**config.mk**
```make
export PLATFORM = sky130hd
export DESIGN_NAME = incr_or_shift_core
export DESIGN_NICKNAME = d
export VERILOG_FILES = /design/src/incr_or_shift_pkg.sv /design/src/data_file_mem.sv /design/src/exec_alu.sv /design/src/incr_or_shift_core.sv
export SDC_FILE = /design/constraint.sdc
export NUM_CORES = 1
export LEC_CHECK = 0
export BUFFER_PORTS_ARGS = -buffer_cell sky130_fd_sc_hd__buf_2
export CORE_MARGIN = 2
export CORE_UTILIZATION = 35
export CTS_CLUSTER_DIAMETER = 100
export DETAILED_ROUTE_END_ITERATION = 8
export HOLD_SLACK_MARGIN = 0.15
export SETUP_SLACK_MARGIN = 0.15
export SYNTH_ARGS = -nofsm -noshare
export SYNTH_HDL_FRONTEND = slang
export SYNTH_HIERARCHICAL = 1
export SYNTH_SLANG_ARGS = --single-unit
export TNS_END_PERCENT = 30
```
**constraint.sdc**
```tcl
create_clock -name clk_sys -period 3.6 [get_ports clk_sys]
set_clock_uncertainty 0.1 [all_clocks]
set_input_delay 0.72 -clock clk_sys [delete_from_list [all_inputs] [get_ports clk_sys]]
set_output_delay 0.72 -clock clk_sys [all_outputs]
set_load 0.02 [all_outputs]
```
**src/incr_or_shift_pkg.sv**
```systemverilog
package incr_or_shift_pkg;
  localparam int DATA_W = 8;
  localparam int FILE_ADDR_W = 7;
  localparam int PC_W = 15;
  localparam int INSTR_W = 14;
  localparam int LATCH_W = 7;
  localparam int JUMP_IMM_W = 11;
  localparam int CLK_PER_ICYC = 2;
  localparam int JUMP_ICYC = 2;
  localparam int SKIP_ICYC = 2;

  localparam int DEST_POS = 7;
  localparam int FILE_LSB = 0;
  localparam int IMM_LSB = 0;
  localparam int OPC_LSB = 8;
  localparam int JOPC_LSB = 11;
  localparam int LATCH_HI = 6;
  localparam int LATCH_LO = 3;

  localparam logic DEST_ACC = 1'b0;
  localparam logic [PC_W-1:0] PC_RESET = 15'h0000;
  localparam logic [DATA_W-1:0] ACC_RESET = 8'h00;
  localparam logic [DATA_W-1:0] ONE = 8'h01;

  localparam logic [5:0] OPC_INC_SKIP = 6'h0f;
  localparam logic [5:0] OPC_INC = 6'h0a;
  localparam logic [5:0] OPC_OR_OPND = 6'h04;
  localparam logic [5:0] OPC_SHL = 6'h35;
  localparam logic [5:0] OPC_OR_IMM = 6'h38;
  localparam logic [2:0] OPC_JUMP = 3'h5;

  typedef enum logic [2:0] {
    OP_NONE = 3'b000,
    OP_INC_SKIP = 3'b001,
    OP_JUMP = 3'b010,
    OP_OR_IMM = 3'b011,
    OP_INC = 3'b100,
    OP_OR_OPND = 3'b101,
    OP_SHL = 3'b110
  } op_t;

  function automatic op_t op_decode(input logic [INSTR_W-1:0] w);
    op_t op;
    op = OP_NONE;
    if (w[INSTR_W-1:JOPC_LSB] == OPC_JUMP) begin
      op = OP_JUMP;
    end else begin
      unique case (w[INSTR_W-1:OPC_LSB])
        OPC_INC_SKIP: op = OP_INC_SKIP;
        OPC_INC: op = OP_INC;
        OPC_OR_OPND: op = OP_OR_OPND;
        OPC_SHL: op = OP_SHL;
        OPC_OR_IMM: op = OP_OR_IMM;
        default: op = OP_NONE;
      endcase
    end
    return op;
  endfunction : op_decode
endpackage : incr_or_shift_pkg

```
**src/data_file_mem.sv**
```systemverilog
`timescale 1ns/100ps
module data_file_mem
  import incr_or_shift_pkg::*;
#(
  parameter int DEPTH = 128
) (
  input wire logic clk_sys,
  input wire logic rstn,
  input wire logic [FILE_ADDR_W-1:0] rd_addr,
  input wire logic wr_en,
  input wire logic [FILE_ADDR_W-1:0] wr_addr,
  input wire logic [DATA_W-1:0] wr_data,
  output logic [DATA_W-1:0] rd_data
);
  generate
    if (DEPTH != (1 << FILE_ADDR_W)) begin : g_bad_depth
      $error("data_file_mem: DEPTH must match the operand index range");
    end
  endgenerate

  typedef struct packed {
    logic [DEPTH-1:0][DATA_W-1:0] mem;
    logic [DATA_W-1:0] rdata;
  } mem_t;

  mem_t q;
  mem_t d;

  // Read data always comes out of a register
  always_comb begin
    d = q;
    d.rdata = q.mem[rd_addr];
    if (wr_en) begin
      d.mem[wr_addr] = wr_data;
    end
  end

  always_ff @(posedge clk_sys) begin
    if (!rstn) begin
      q.rdata <= ACC_RESET;
      q.mem <= d.mem;
    end else begin
      q <= d;
    end
  end

  assign rd_data = q.rdata;
endmodule : data_file_mem

```
**src/exec_alu.sv**
```systemverilog
`timescale 1ns/100ps
module exec_alu
  import incr_or_shift_pkg::*;
(
  input wire logic [INSTR_W-1:0] instr,
  input wire logic [DATA_W-1:0] acc,
  input wire logic [DATA_W-1:0] opnd,
  output logic [DATA_W-1:0] result,
  output logic to_acc,
  output logic to_file,
  output logic nil_upd,
  output logic nil_val,
  output logic shout_upd,
  output logic shout_val,
  output logic skip_next
);
  op_t op;
  logic dest;
  logic [DATA_W-1:0] imm;

  always_comb begin
    op = op_decode(instr);
    dest = instr[DEST_POS];
    imm = instr[IMM_LSB +: DATA_W];
    result = ACC_RESET;
    to_acc = 1'b0;
    to_file = 1'b0;
    nil_upd = 1'b0;
    shout_upd = 1'b0;
    shout_val = 1'b0;
    skip_next = 1'b0;
    unique case (op)
      OP_INC_SKIP: begin
        result = opnd + ONE;
        skip_next = (result == ACC_RESET);
      end
      OP_INC: begin
        result = opnd + ONE;
        nil_upd = 1'b1;
      end
      OP_OR_OPND: begin
        result = acc | opnd;
        nil_upd = 1'b1;
      end
      OP_SHL: begin
        result = {opnd[DATA_W-2:0], 1'b0};
        shout_val = opnd[DATA_W-1];
        shout_upd = 1'b1;
        nil_upd = 1'b1;
      end
      OP_OR_IMM: begin
        result = acc | imm;
        nil_upd = 1'b1;
      end
      default: begin
        result = ACC_RESET;
      end
    endcase
    if (op == OP_INC_SKIP || op == OP_INC || op == OP_OR_OPND ||
        op == OP_SHL) begin
      to_acc = (dest == DEST_ACC);
      to_file = (dest != DEST_ACC);
    end else if (op == OP_OR_IMM) begin
      to_acc = 1'b1;
    end
    nil_val = (result == ACC_RESET);
  end
endmodule : exec_alu

```
**src/incr_or_shift_core.sv**
```systemverilog
`timescale 1ns/100ps
module incr_or_shift_core
  import incr_or_shift_pkg::*;
#(
  parameter int FILE_DEPTH = 128
) (
  input wire logic clk_sys,
  input wire logic rstn,
  input wire logic instr_valid,
  input wire logic [INSTR_W-1:0] instr_word,
  input wire logic [LATCH_W-1:0] program_counter_upper_latch,
  input wire logic host_wr_en,
  input wire logic [FILE_ADDR_W-1:0] host_wr_addr,
  input wire logic [DATA_W-1:0] host_wr_data,
  output logic instr_take,
  output logic [PC_W-1:0] pc,
  output logic [DATA_W-1:0] accumulator_reg,
  output logic result_nil_flag,
  output logic shift_out_bit,
  output logic icycle_done,
  output logic unknown_instr,
  output logic file_wr_en,
  output logic [FILE_ADDR_W-1:0] file_wr_addr,
  output logic [DATA_W-1:0] file_wr_data,
  output logic host_wr_ack
);
  generate
    if (FILE_DEPTH != (1 << FILE_ADDR_W)) begin : g_bad_depth
      $error("incr_or_shift_core: FILE_DEPTH must be 128");
    end
    if (CLK_PER_ICYC != 2) begin : g_bad_icyc
      $error("incr_or_shift_core: sequencer serves two clocks a cycle");
    end
  endgenerate

  typedef enum logic [1:0] {
    ST_FETCH = 2'b00,
    ST_EXEC = 2'b01,
    ST_FLUSH = 2'b10
  } st_t;

  typedef struct packed {
    st_t st;
    logic kill;
    logic [INSTR_W-1:0] ir;
    logic [PC_W-1:0] pc;
    logic [DATA_W-1:0] acc;
    logic nil;
    logic shout;
    logic take;
    logic done;
    logic unknown;
    logic wr_en;
    logic [FILE_ADDR_W-1:0] wr_addr;
    logic [DATA_W-1:0] wr_data;
    logic host_ack;
  } core_t;

  core_t q;
  core_t d;

  logic [FILE_ADDR_W-1:0] mem_rd_addr;
  logic mem_wr_en;
  logic [FILE_ADDR_W-1:0] mem_wr_addr;
  logic [DATA_W-1:0] mem_wr_data;
  logic [DATA_W-1:0] opnd;
  logic [DATA_W-1:0] alu_result;
  logic alu_to_acc;
  logic alu_to_file;
  logic alu_nil_upd;
  logic alu_nil_val;
  logic alu_shout_upd;
  logic alu_shout_val;
  logic alu_skip;
  logic core_wr;
  op_t ex_op;

  data_file_mem #(
    .DEPTH(FILE_DEPTH)
  ) data_file_mem_i (
    .clk_sys(clk_sys),
    .rstn(rstn),
    .rd_addr(mem_rd_addr),
    .wr_en(mem_wr_en),
    .wr_addr(mem_wr_addr),
    .wr_data(mem_wr_data),
    .rd_data(opnd)
  );

  exec_alu exec_alu_i (
    .instr(q.ir),
    .acc(q.acc),
    .opnd(opnd),
    .result(alu_result),
    .to_acc(alu_to_acc),
    .to_file(alu_to_file),
    .nil_upd(alu_nil_upd),
    .nil_val(alu_nil_val),
    .shout_upd(alu_shout_upd),
    .shout_val(alu_shout_val),
    .skip_next(alu_skip)
  );

  // Operand read is issued as the word is taken
  always_comb begin
    mem_rd_addr = instr_word[FILE_LSB +: FILE_ADDR_W];
    ex_op = op_decode(q.ir);
    core_wr = (q.st == ST_EXEC) && !q.kill && alu_to_file;
    mem_wr_en = core_wr || host_wr_en;
    mem_wr_addr = host_wr_addr;
    mem_wr_data = host_wr_data;
    if (core_wr) begin
      mem_wr_addr = q.ir[FILE_LSB +: FILE_ADDR_W];
      mem_wr_data = alu_result;
    end
  end

  // Sequencer: two clocks per instruction cycle
  always_comb begin
    d = q;
    d.take = 1'b0;
    d.done = 1'b0;
    d.unknown = 1'b0;
    d.wr_en = 1'b0;
    d.host_ack = host_wr_en && !core_wr;
    unique case (q.st)
      ST_FETCH: begin
        if (instr_valid) begin
          d.ir = instr_word;
          d.take = 1'b1;
          d.st = ST_EXEC;
        end
      end
      ST_EXEC: begin
        d.done = 1'b1;
        d.st = ST_FETCH;
        if (q.kill) begin
          // Discarded slot behaves as a no-op
          // A skipped word steps the counter, the flush slot holds it
          d.kill = 1'b0;
          d.pc = q.pc + (q.take ? PC_W'(1) : PC_W'(0));
        end else begin
          d.unknown = (ex_op == OP_NONE);
          if (alu_to_acc) begin
            d.acc = alu_result;
          end
          if (alu_nil_upd) begin
            d.nil = alu_nil_val;
          end
          if (alu_shout_upd) begin
            d.shout = alu_shout_val;
          end
          if (core_wr) begin
            d.wr_en = 1'b1;
            d.wr_addr = mem_wr_addr;
            d.wr_data = mem_wr_data;
          end
          if (ex_op == OP_JUMP) begin
            d.pc = {program_counter_upper_latch[LATCH_HI:LATCH_LO],
                    q.ir[JUMP_IMM_W-1:0]};
            d.st = ST_FLUSH;
          end else begin
            d.pc = q.pc + PC_W'(1);
            d.kill = alu_skip;
          end
        end
      end
      ST_FLUSH: begin
        // Second jump cycle: nothing taken, counter held
        d.st = ST_EXEC;
        d.kill = 1'b1;
      end
      default: begin
        d.st = ST_FETCH;
      end
    endcase
  end

  always_ff @(posedge clk_sys) begin
    if (!rstn) begin
      q.st <= ST_FETCH;
      q.kill <= 1'b0;
      q.ir <= '0;
      q.pc <= PC_RESET;
      q.acc <= ACC_RESET;
      q.nil <= 1'b0;
      q.shout <= 1'b0;
      q.take <= 1'b0;
      q.done <= 1'b0;
      q.unknown <= 1'b0;
      q.wr_en <= 1'b0;
      q.wr_addr <= '0;
      q.wr_data <= ACC_RESET;
      q.host_ack <= 1'b0;
    end else begin
      q <= d;
    end
  end

  assign instr_take = q.take;
  assign pc = q.pc;
  assign accumulator_reg = q.acc;
  assign result_nil_flag = q.nil;
  assign shift_out_bit = q.shout;
  assign icycle_done = q.done;
  assign unknown_instr = q.unknown;
  assign file_wr_en = q.wr_en;
  assign file_wr_addr = q.wr_addr;
  assign file_wr_data = q.wr_data;
  assign host_wr_ack = q.host_ack;
endmodule : incr_or_shift_core

```
### Yosys cells after proc, flatten, opt, wreduce, memory -nomap -nowiden

Cells that the tools add are included.
W data, S select, Z words.

* memories kept: 0
* latch bits: 0
* bits in registers: 1094
* ROM bits: 0
* input bits: 40
* memory bits (writable): 0

* multiplexer cells: 32
* equality and inequality tests: 15
* $mul: 0
* $add $sub $neg: 3
* magnitude comparators: 3
* bitwise operators: 6
* div/mod/pow operators: 0
* reduce and logical (&&, ||, !) cells: 24
* shift operators: 0

Operators with widths (number)
* $bwmux W1024: 1
* $mux W1024: 1
* $bmux W8 S7: 1
* $demux W8 S7: 1
* $pmux W8 S4: 1
* $mux W15: 2
* $mux W8: 3
* $mux W18: 1
* $mux W17: 1
* $logic_not A8 Y1: 2
* $lt A7 B8 Y1 const B: 2
* $mux W16: 1
* $or A8 B8 Y8: 2
* $add A15 B1 Y15: 1
* $add A15 B1 Y15 const B: 1
* $pmux W3 S5: 1
* $eq A3 B3 Y1 const B: 4
* $eq A6 B4 Y1 const B: 2
* $eq A6 B6 Y1 const B: 2
* $reduce_and A3 Y1: 4
* $mux W1: 11
* $add A8 B1 Y8 const B: 1
* $ge A7 B1 Y1 const B: 1
* $mux W7: 1
* 21 further kinds: 35

### Longest topological paths before layout

Gate-level depths: netlist of the first run.

* depth in word-level cells: 16
* mapped depth: 16

### Cells and area by module

Netlist of the first run, hierarchy kept.

By module, submodules not included
* data_file_mem: area each 40023.4 um^2, times used 1, sequential area each 30909.6 um^2, cells each 1958
* incr_or_shift_core: area each 3512.1 um^2, times used 1, sequential area each 1241.2 um^2, cells each 478
* exec_alu: area each 628.1 um^2, times used 1, sequential area each 0.0 um^2, cells each 95

### Least setup slack after synthesis of the first run

Ideal clock, no wire load.

* path kind: flip-flop to flip-flop
* from: register, netlist name q[56]
* to: register data_file_mem_i/q[1000] in the netlist's numbering, data pin
* cell stages (with the launch flop): 11
* slack: -347 ps
* period minus slack after synthesis: 3947 ps
* data required time: 2989 ps
* arrival time: 3336 ps
* buffers on the path: 2
* library setup time: 511 ps
* cells stage by stage: dfxtp_1 -> and4bb_2 -> a21oi_1 -> o21ai_0 -> a21boi_0 -> nor2b_1 -> and2_1 -> clkbuf_1 -> buf_2 -> nand2_1 -> nand2_1

RTL lines
* end: declaration: RTL line data_file_mem.sv:26 `mem_t q;`

==> results of run 1 <==
-- critical path: cells and delay by family, from the launching register on --
family	cells	cell delay (ns)
and+or+nand+nor	8	1.83
buffers and inverters	2	0.38
DFF	1	0.36
AOI/OAI and AO/OA	3	0.30
-- path summary, 6_finish.rpt --
path / startpoint / endpoint / slack (ns) / cells after the start
worst max-delay path: q[57]$_SDFFE_PN0P_ / data_file_mem_i/q[697]$_DFFE_PP_ / 0.30 / 13
worst min register to register: file_wr_data[1]$_SDFFE_PN0P_ / file_wr_data[1]$_SDFFE_PN0P_ / 0.35 / 2
worst max register to register: q[57]$_SDFFE_PN0P_ / data_file_mem_i/q[697]$_DFFE_PP_ / 0.30 / 13
worst min-delay path: instr_word[13] / q[58]$_SDFFE_PN0P_ / 0.22 / 3
-- logic make-up (layout without fill, tap and decap cells) --
kind of cell | count (synthesis) | after routing
DFF | 1094 | 1094
and+or+nand+nor | 545 | 545
muxes | 362 | 362
AOI/OAI and AO/OA | 304 | 304
buffers and inverters | 202 | 563
xor gates and xnor gates | 15 | 15
adders and majority gates | 9 | 9
-- per-stage QoR --
step | instances | setup slack (ns) | power (mW) | utilization, %
final | 4542 | 0.303 | 27.0 | 41.4
after global routing | 4542 | 0.131 | 27.8 | 41.4
after CTS | 4541 | 0.0814 | 27.3 | 41.3
after detailed placement | 4339 | -0.111 | 15.8 | 38.3
after global placement | 4339 | -0.127 | 15.7 | 38.3
after floorplan | 2531 | -0.346 | 15.2 | -
-- power breakdown --
| part | internal, mW | switching (mW) | total [mW] | leakage, nW |
|---|---|---|---|---|
| Sequential | 14.0 | 0.0631 | 14.0 | 9.78 |
| Clock | 6.78 | 4.73 | 11.5 | 1.78 |
| Combinational | 0.555 | 0.948 | 1.50 | 5.54 |
-- cell type report --
cell class | instances | share of cell area, %
flip-flops and latches | 1094 | 62.0
multi-input cells | 1235 | 21.5
repair buffers | 359 | 5.48
clock buffers | 127 | 5.39
well taps | 1650 | 3.98
clock inverters | 70 | 1.66
inverters | 7 | 0.0506
-- per-layer routing --
layer | wire length [microns] | GRT usage [%] | vias up
met4 | 3340 | 5.58 | 2
met1 | 44900 | 22.3 | 12600
met2 | 51300 | 26.5 | 1049
li1 | - | - | 10600
met3 | 8250 | 2.82 | 194
met5 | 13 | 0 | -
-- cells in the mapped netlist (all sizes together) (3+ instances only) --
library cell,instances
a211oi,9
a21oi,93
a221oi,7
a22oi,91
a31oi,8
a32oi,8
a41oi,3
and2,8
and3,11
and3b,5
buf,123
clkbuf,72
dfxtp,70
edfxtp,1024
ha,9
inv,6
mux2i,160
mux4,200
nand2,163
nand2b,6
nand3,88
nand3b,3
nand4,17
nand4b,3
nor2,166
nor2b,23
nor3,23
nor3b,4
nor4,6
nor4b,3
o2111ai,4
o211ai,3
o21ai,37
o221ai,10
o22ai,9
or3,6
xnor2,6
xor2,9
-- repair_timing --
item / CTS / global route
setup buffers: 0 / 1
endpoints found under the hold margin: 5 / 0
hold buffers: 5 / 0
endpoints found under the setup margin: 383 / 1041
pin swaps: 0 / 1
resized for setup: 5 / 31
==> impl_results.md, run 1 <==
* Pin count of the biggest net entering global routing at 129
* Pleak at 17.1 nW
* CTS tree: built
* Routed len/inst at 23.8 microns
* Startpoint types: flip-flop
* Multi-input gate area in the final layout at 0.0111 sq mm
* H-tree levels at 3
* Antenna viol nets, final at 0
* Share of cells above drive strength 1 at 26.9%
* Die Area at 0.129 sq mm
* Ant. Diodes at 0
* Total number of vias at 24500
* RSZ-0062 raised after global routing: false
* CP peak stage delay at 0.41 ns
* Vias in the first global route at 24500
* Yosys top cell by area: edfxtp_1
* Worst-path clk slew at 0.06 ns
* Simple-gate area share of the yosys netlist at 5.77%
* HPWL Detailed at 68.7 mm
* Synth async-reset ratio at 0%
* Initial core utilization at 35.2%
* Top post-synthesis cells by area: edfxtp_1, mux4_2, mux2i_1
* Rows at 130
* Ys flop type: edfxtp_1
* Chip width at 359 microns
* Most common cell after layout, fill and taps aside: edfxtp_1
* Max FFs per register at 1024
* Critical path fanouts, max at 8
* Worst VDD drop at 0.384 mV
* Max Slew Vio Count at 0
* Compound-cell area share of the yosys netlist at 4.61%
* Setup crit end kind: flip-flop
* Worst slew pin tran at 1.18 ns
* YS warnings at 6
* Final setup fails at 0
* First-pass GRT wire length at 159 mm
* Power Density at 521 mW/mm^2
* Post-synthesis sequential area ratio at 72.8%
* Largest registers: data_file_mem_i/q x1024, q x17, pc x15
* Adder-cell share of the synthesized area at 0.255%
* GRT Total Usage at 16.3%
* Slowest-stage cell, CP: and4bb_2
* Post-DP Area at 0.0481 sq mm
* Root buf cell: clkbuf_16
* Total CTS buffers at 108
* Largest Register: data_file_mem_i/q
* CORE AREA at 0.125 sq mm
* Multiplexer area fraction after synthesis at 13.9%
* PortBufs at 81
* DR DRC count at 0
* Critical path, cell by cell: and4bb_2 -> a21oi_1 -> o21ai_0 -> a21boi_1 -> nor2b_1 -> and2_2 -> nand2_1 -> nand2_2 -> buf_4 -> nor2b_4 -> nand2_2 -> nor2_1 -> buf_4
* # IOs at 85
* Synth Area in XOR/XNOR at 0.297%
* Most frequent cells in the layout: edfxtp_1, buf_4, mux4_2
* Gr ovfl total at 0
* Worst Hold Class: input port to flip-flop
* Nets at 2854
* Sink Count at 1094
* First-pass DRT Iterations at 6
* Number of synthesized flops with an enable pin at 1024
* Synth unique cells at 79
* Tcrit/Tclk final at 91.6%
* Post-Synthesis Cells at 2531
* DR iter-0 viols at 2395
* Tmin final at 3.30 ns
* Clk_lat worst skew at 0.70 ns
* Endpoints failing hold at 0
* Sequential Area at 0.0322 sq mm
* RD Place Congestion at 0.869
* Worst endpoint data arrival time at 3.58 ns
* Die Ht at 359 microns
* Final instance area at 0.0519 sq mm
* Antenna violations before repair at 1
* # fillers at 11000
* Top cell type's share of synthesized area at 69.6%
* Slew headroom at 21.4%
* Main combinational cell family by area after synthesis: multiplexers
* Syn nets at 2580
* Final wirelength at 108 mm
* Fmax at 303 MHz
* Synthesized flop and latch total at 1094
* Hold_ws at 0.218 ns
* Mean post-synth cell area at 17.4 sq um
* Critical path type: flip-flop to flip-flop
* Outcome: finished clean
* Critical path required time at 3.88 ns
* Via/cell ratio at 5.40
* Mapped Area at 0.0442 sq mm
* MaxCap Viol Count at 0
* Fin Setup TNS at 0 ns
* Layout area overhead at 17.5%
* Clk buf depth at 3
(Power assumes the default switching activity.)
==> run 2: changes to the inputs <==
Settings changed: CORE_MARGIN 2 to default.
==> run 2 against run 1 <==
Against the previous run:
- maximum frequency shrank 2.6%
- core utilization grew 0.14 points
- setup slack lost 0.087 ns
- total power shrank 2.2%
- clock power shrank 5%
- sequential power is essentially flat
- die area shrank 1.1%
- first-iteration DRC count grew 16%
- global-route usage grew 1.1 points
==> impl_results.md, run 2 (synthesized netlist as in run 1, its figures left out) <==
* Sink Count at 1094
* Die Area at 0.128 sq mm
* Net Sw Frac at 21.6%
* Clk buf depth at 3
* GRT Total Usage at 17.4%
* Largest Register: data_file_mem_i/q
* Initial core utilization at 35.5%
* HPWL Detailed at 72.2 mm
* CORE AREA at 0.124 sq mm
* Max FFs per register at 1024
* CTS tree: built
* Sequential Power Share at 53.0%
* Internal power at 20.7 mW
* Outcome: finished clean
* Clk_lat worst skew at 0.69 ns
* Hold Crit Depth at 3
* Worst Path Buf+Inv at 4
* Via/cell ratio at 5.41
* First-pass DRT Iterations at 8
* Power Density at 512 mW/mm^2
* Slew headroom at 30.4%
* Most frequent cells in the layout: edfxtp_1, buf_4, mux4_2
* Critical path, cell by cell: and3b_1 -> a21oi_1 -> o21ai_0 -> a21boi_1 -> nor2b_1 -> nand2_1 -> buf_4 -> nand2_1 -> nand2_1 -> nor2b_2 -> nand2_2 -> buf_12 -> buf_4 -> nor2_1 -> buf_4
* Fmax at 296 MHz
* Root buf cell: clkbuf_16
* Rows at 129
* Worst slew pin tran at 1.04 ns
* Critical path required time at 3.88 ns
* R2R depth at 15
* Most common cell after layout, fill and taps aside: edfxtp_1
* Endpoints failing hold at 0
* Antenna viol nets, final at 0
* Pleak at 17.0 nW
* Total number of vias at 24500
* Worst reg2reg endpoint: data_file_mem_i/q[683]$_DFFE_PP_
* Share of total power in the clock network at 41.2%
* DR DRC count at 0
* Die Ht at 357 microns
* Final setup fails at 0
* Critical path type: flip-flop to flip-flop
* Vias in the first global route at 24800
* CP peak stage delay at 0.38 ns
* Max Slew Vio Count at 0
* Layout area overhead at 17.0%
* Post-CTS Setup Bufs at 0
* Worst VDD drop at 0.335 mV
* Reg2reg setup slack at 0.22 ns
* Utilization after layout at 41.5%
* Tmin final at 3.38 ns
* Critical path fanouts, max at 18
* RD Place Congestion at 0.885
* Net Sw Power at 5.71 mW
* Hold-critical path endpoint: q[52]$_SDFFE_PN0P_
* Share of cells above drive strength 1 at 26.4%
* DR iter-0 viols at 2781
* Worst endpoint data arrival time at 3.66 ns
* Worst-path clk slew at 0.06 ns
* HP Start: instr_word[7]
* CP delay by family, top: simple AND/OR/NAND/NOR gates
* Nets at 2850
* Antenna violations before repair at 2
* Ant. Diodes at 0
* Setup ws final at 0.216 ns
* Reg2Reg Launch Point: q[54]$_SDFFE_PN0P_
* Largest registers: data_file_mem_i/q x1024, q x17, pc x15
* Routed len/inst at 24.7 microns
* PortBufs at 81
* Pin count of the biggest net entering global routing at 129
* RSZ-0062 raised after global routing: true
* Setup crit end kind: flip-flop
* Chip width at 357 microns
* Comb pwr share at 5.7%
* Tcrit/Tclk final at 94.0%
* Total CTS buffers at 108
* H-tree levels at 3
* Startpoint types: flip-flop
* Slowest-stage cell, CP: dfxtp_1
* DP Worst Slack at -0.0178 ns
* First-pass GRT wire length at 164 mm
* Worst Hold Class: input port to flip-flop
* MaxCap Viol Count at 0
* # IOs at 85
* Final wirelength at 112 mm
* Gr ovfl total at 0
## run 2: changes by cell type in the layout (fill, tap and decap cells not counted), moves of 5 or more
cell,delta
buf_12,+9
buf_4,-8
bufinv_16,-9
clkbuf_1,+12
nand2_1,+6
nor2_1,-9
nor2_2,+5
## run 2: per-stage QoR
step	hold WS [ns]	total power [mW]	setup TNS (ns)	instances	instance area (sq um)
CTS	0.159	26.7	0	4524	51600
floorplan	0.337	15.2	-162.65	2531	44200
detailed placement	0.344	15.8	-0.142	4327	48200
global placement	0.343	15.8	0	4327	48200
global route	0.198	27.3	0	4524	51700
finish	0.196	26.4	0	4524	51700
## run 2: power by group through the flow
stage / Clock [mW] / Combinational, mW / Sequential (mW)
6_report: 10.9 / 1.52 / 14.0
5_1_grt: 11.6 / 1.61 / 14.0
4_1_cts: 11.1 / 1.52 / 14.0
3_5_place_dp: 0 / 1.52 / 14.3
3_3_place_gp: 0 / 1.48 / 14.3
2_1_floorplan: 0 / 0.910 / 14.3
## run 2: how the worst max path moves through the flow
stage,start,to,slack [ns],cells after the start
detailed placement,q[54]$_SDFFE_PN0P_,data_file_mem_i/q[29]$_DFFE_PP_,-0.02,11
finish,q[54]$_SDFFE_PN0P_,data_file_mem_i/q[683]$_DFFE_PP_,0.22,15
CTS,q[54]$_SDFFE_PN0P_,data_file_mem_i/q[683]$_DFFE_PP_,0.07,15
global placement,q[54]$_SDFFE_PN0P_,data_file_mem_i/q[699]$_DFFE_PP_,0.02,12
global route,q[54]$_SDFFE_PN0P_,data_file_mem_i/q[510]$_DFFE_PP_,0.09,14
floorplan,q[56]$_SDFFE_PN0P_,data_file_mem_i/q[1001]$_DFFE_PP_,-0.35,10
## run 2: layer usage
layer,up-vias,wire [microns],GRT usage [%]
li1,10600,-,-
met1,12600,45200,22.9
met2,1035,54100,28.6
met3,188,9290,3.89
met4,4,3040,5.68
met5,-,27,0
## run 2: what timing repair did
item	4_1_cts	5_1_grt
cloned	0	0
hold buffers	1	0
setup endpoints to repair	132	809
pin swaps	0	0
resized for setup	5	23
endpoints found under the hold margin	1	0
## run 2: worst reg2reg max path, stage by stage (launching register included)
cell and delay [ns]:
dfxtp_1 0.38, and3b_1 0.24, a21oi_1 0.15, o21ai_0 0.10, a21boi_1 0.22, nor2b_1 0.08
nand2_1 0.06, buf_4 0.20, nand2_1 0.10, nand2_1 0.26, nor2b_2 0.30, nand2_2 0.18
buf_12 0.18, buf_4 0.16, nor2_1 0.17, buf_4 0.19
## run 2: area by class of cell
| class | instances | area (sq um) |
|---|---|---|
| clock buffer | 143 | 2900 |
| clock inverter | 53 | 503 |
| fill | 10900 | 72800 |
| inverter | 7 | 26.3 |
| multi-input combinational | 1235 | 11100 |
| sequential | 1094 | 32200 |
| tap | 1637 | 2050 |
| timing repair buffer | 355 | 2910 |
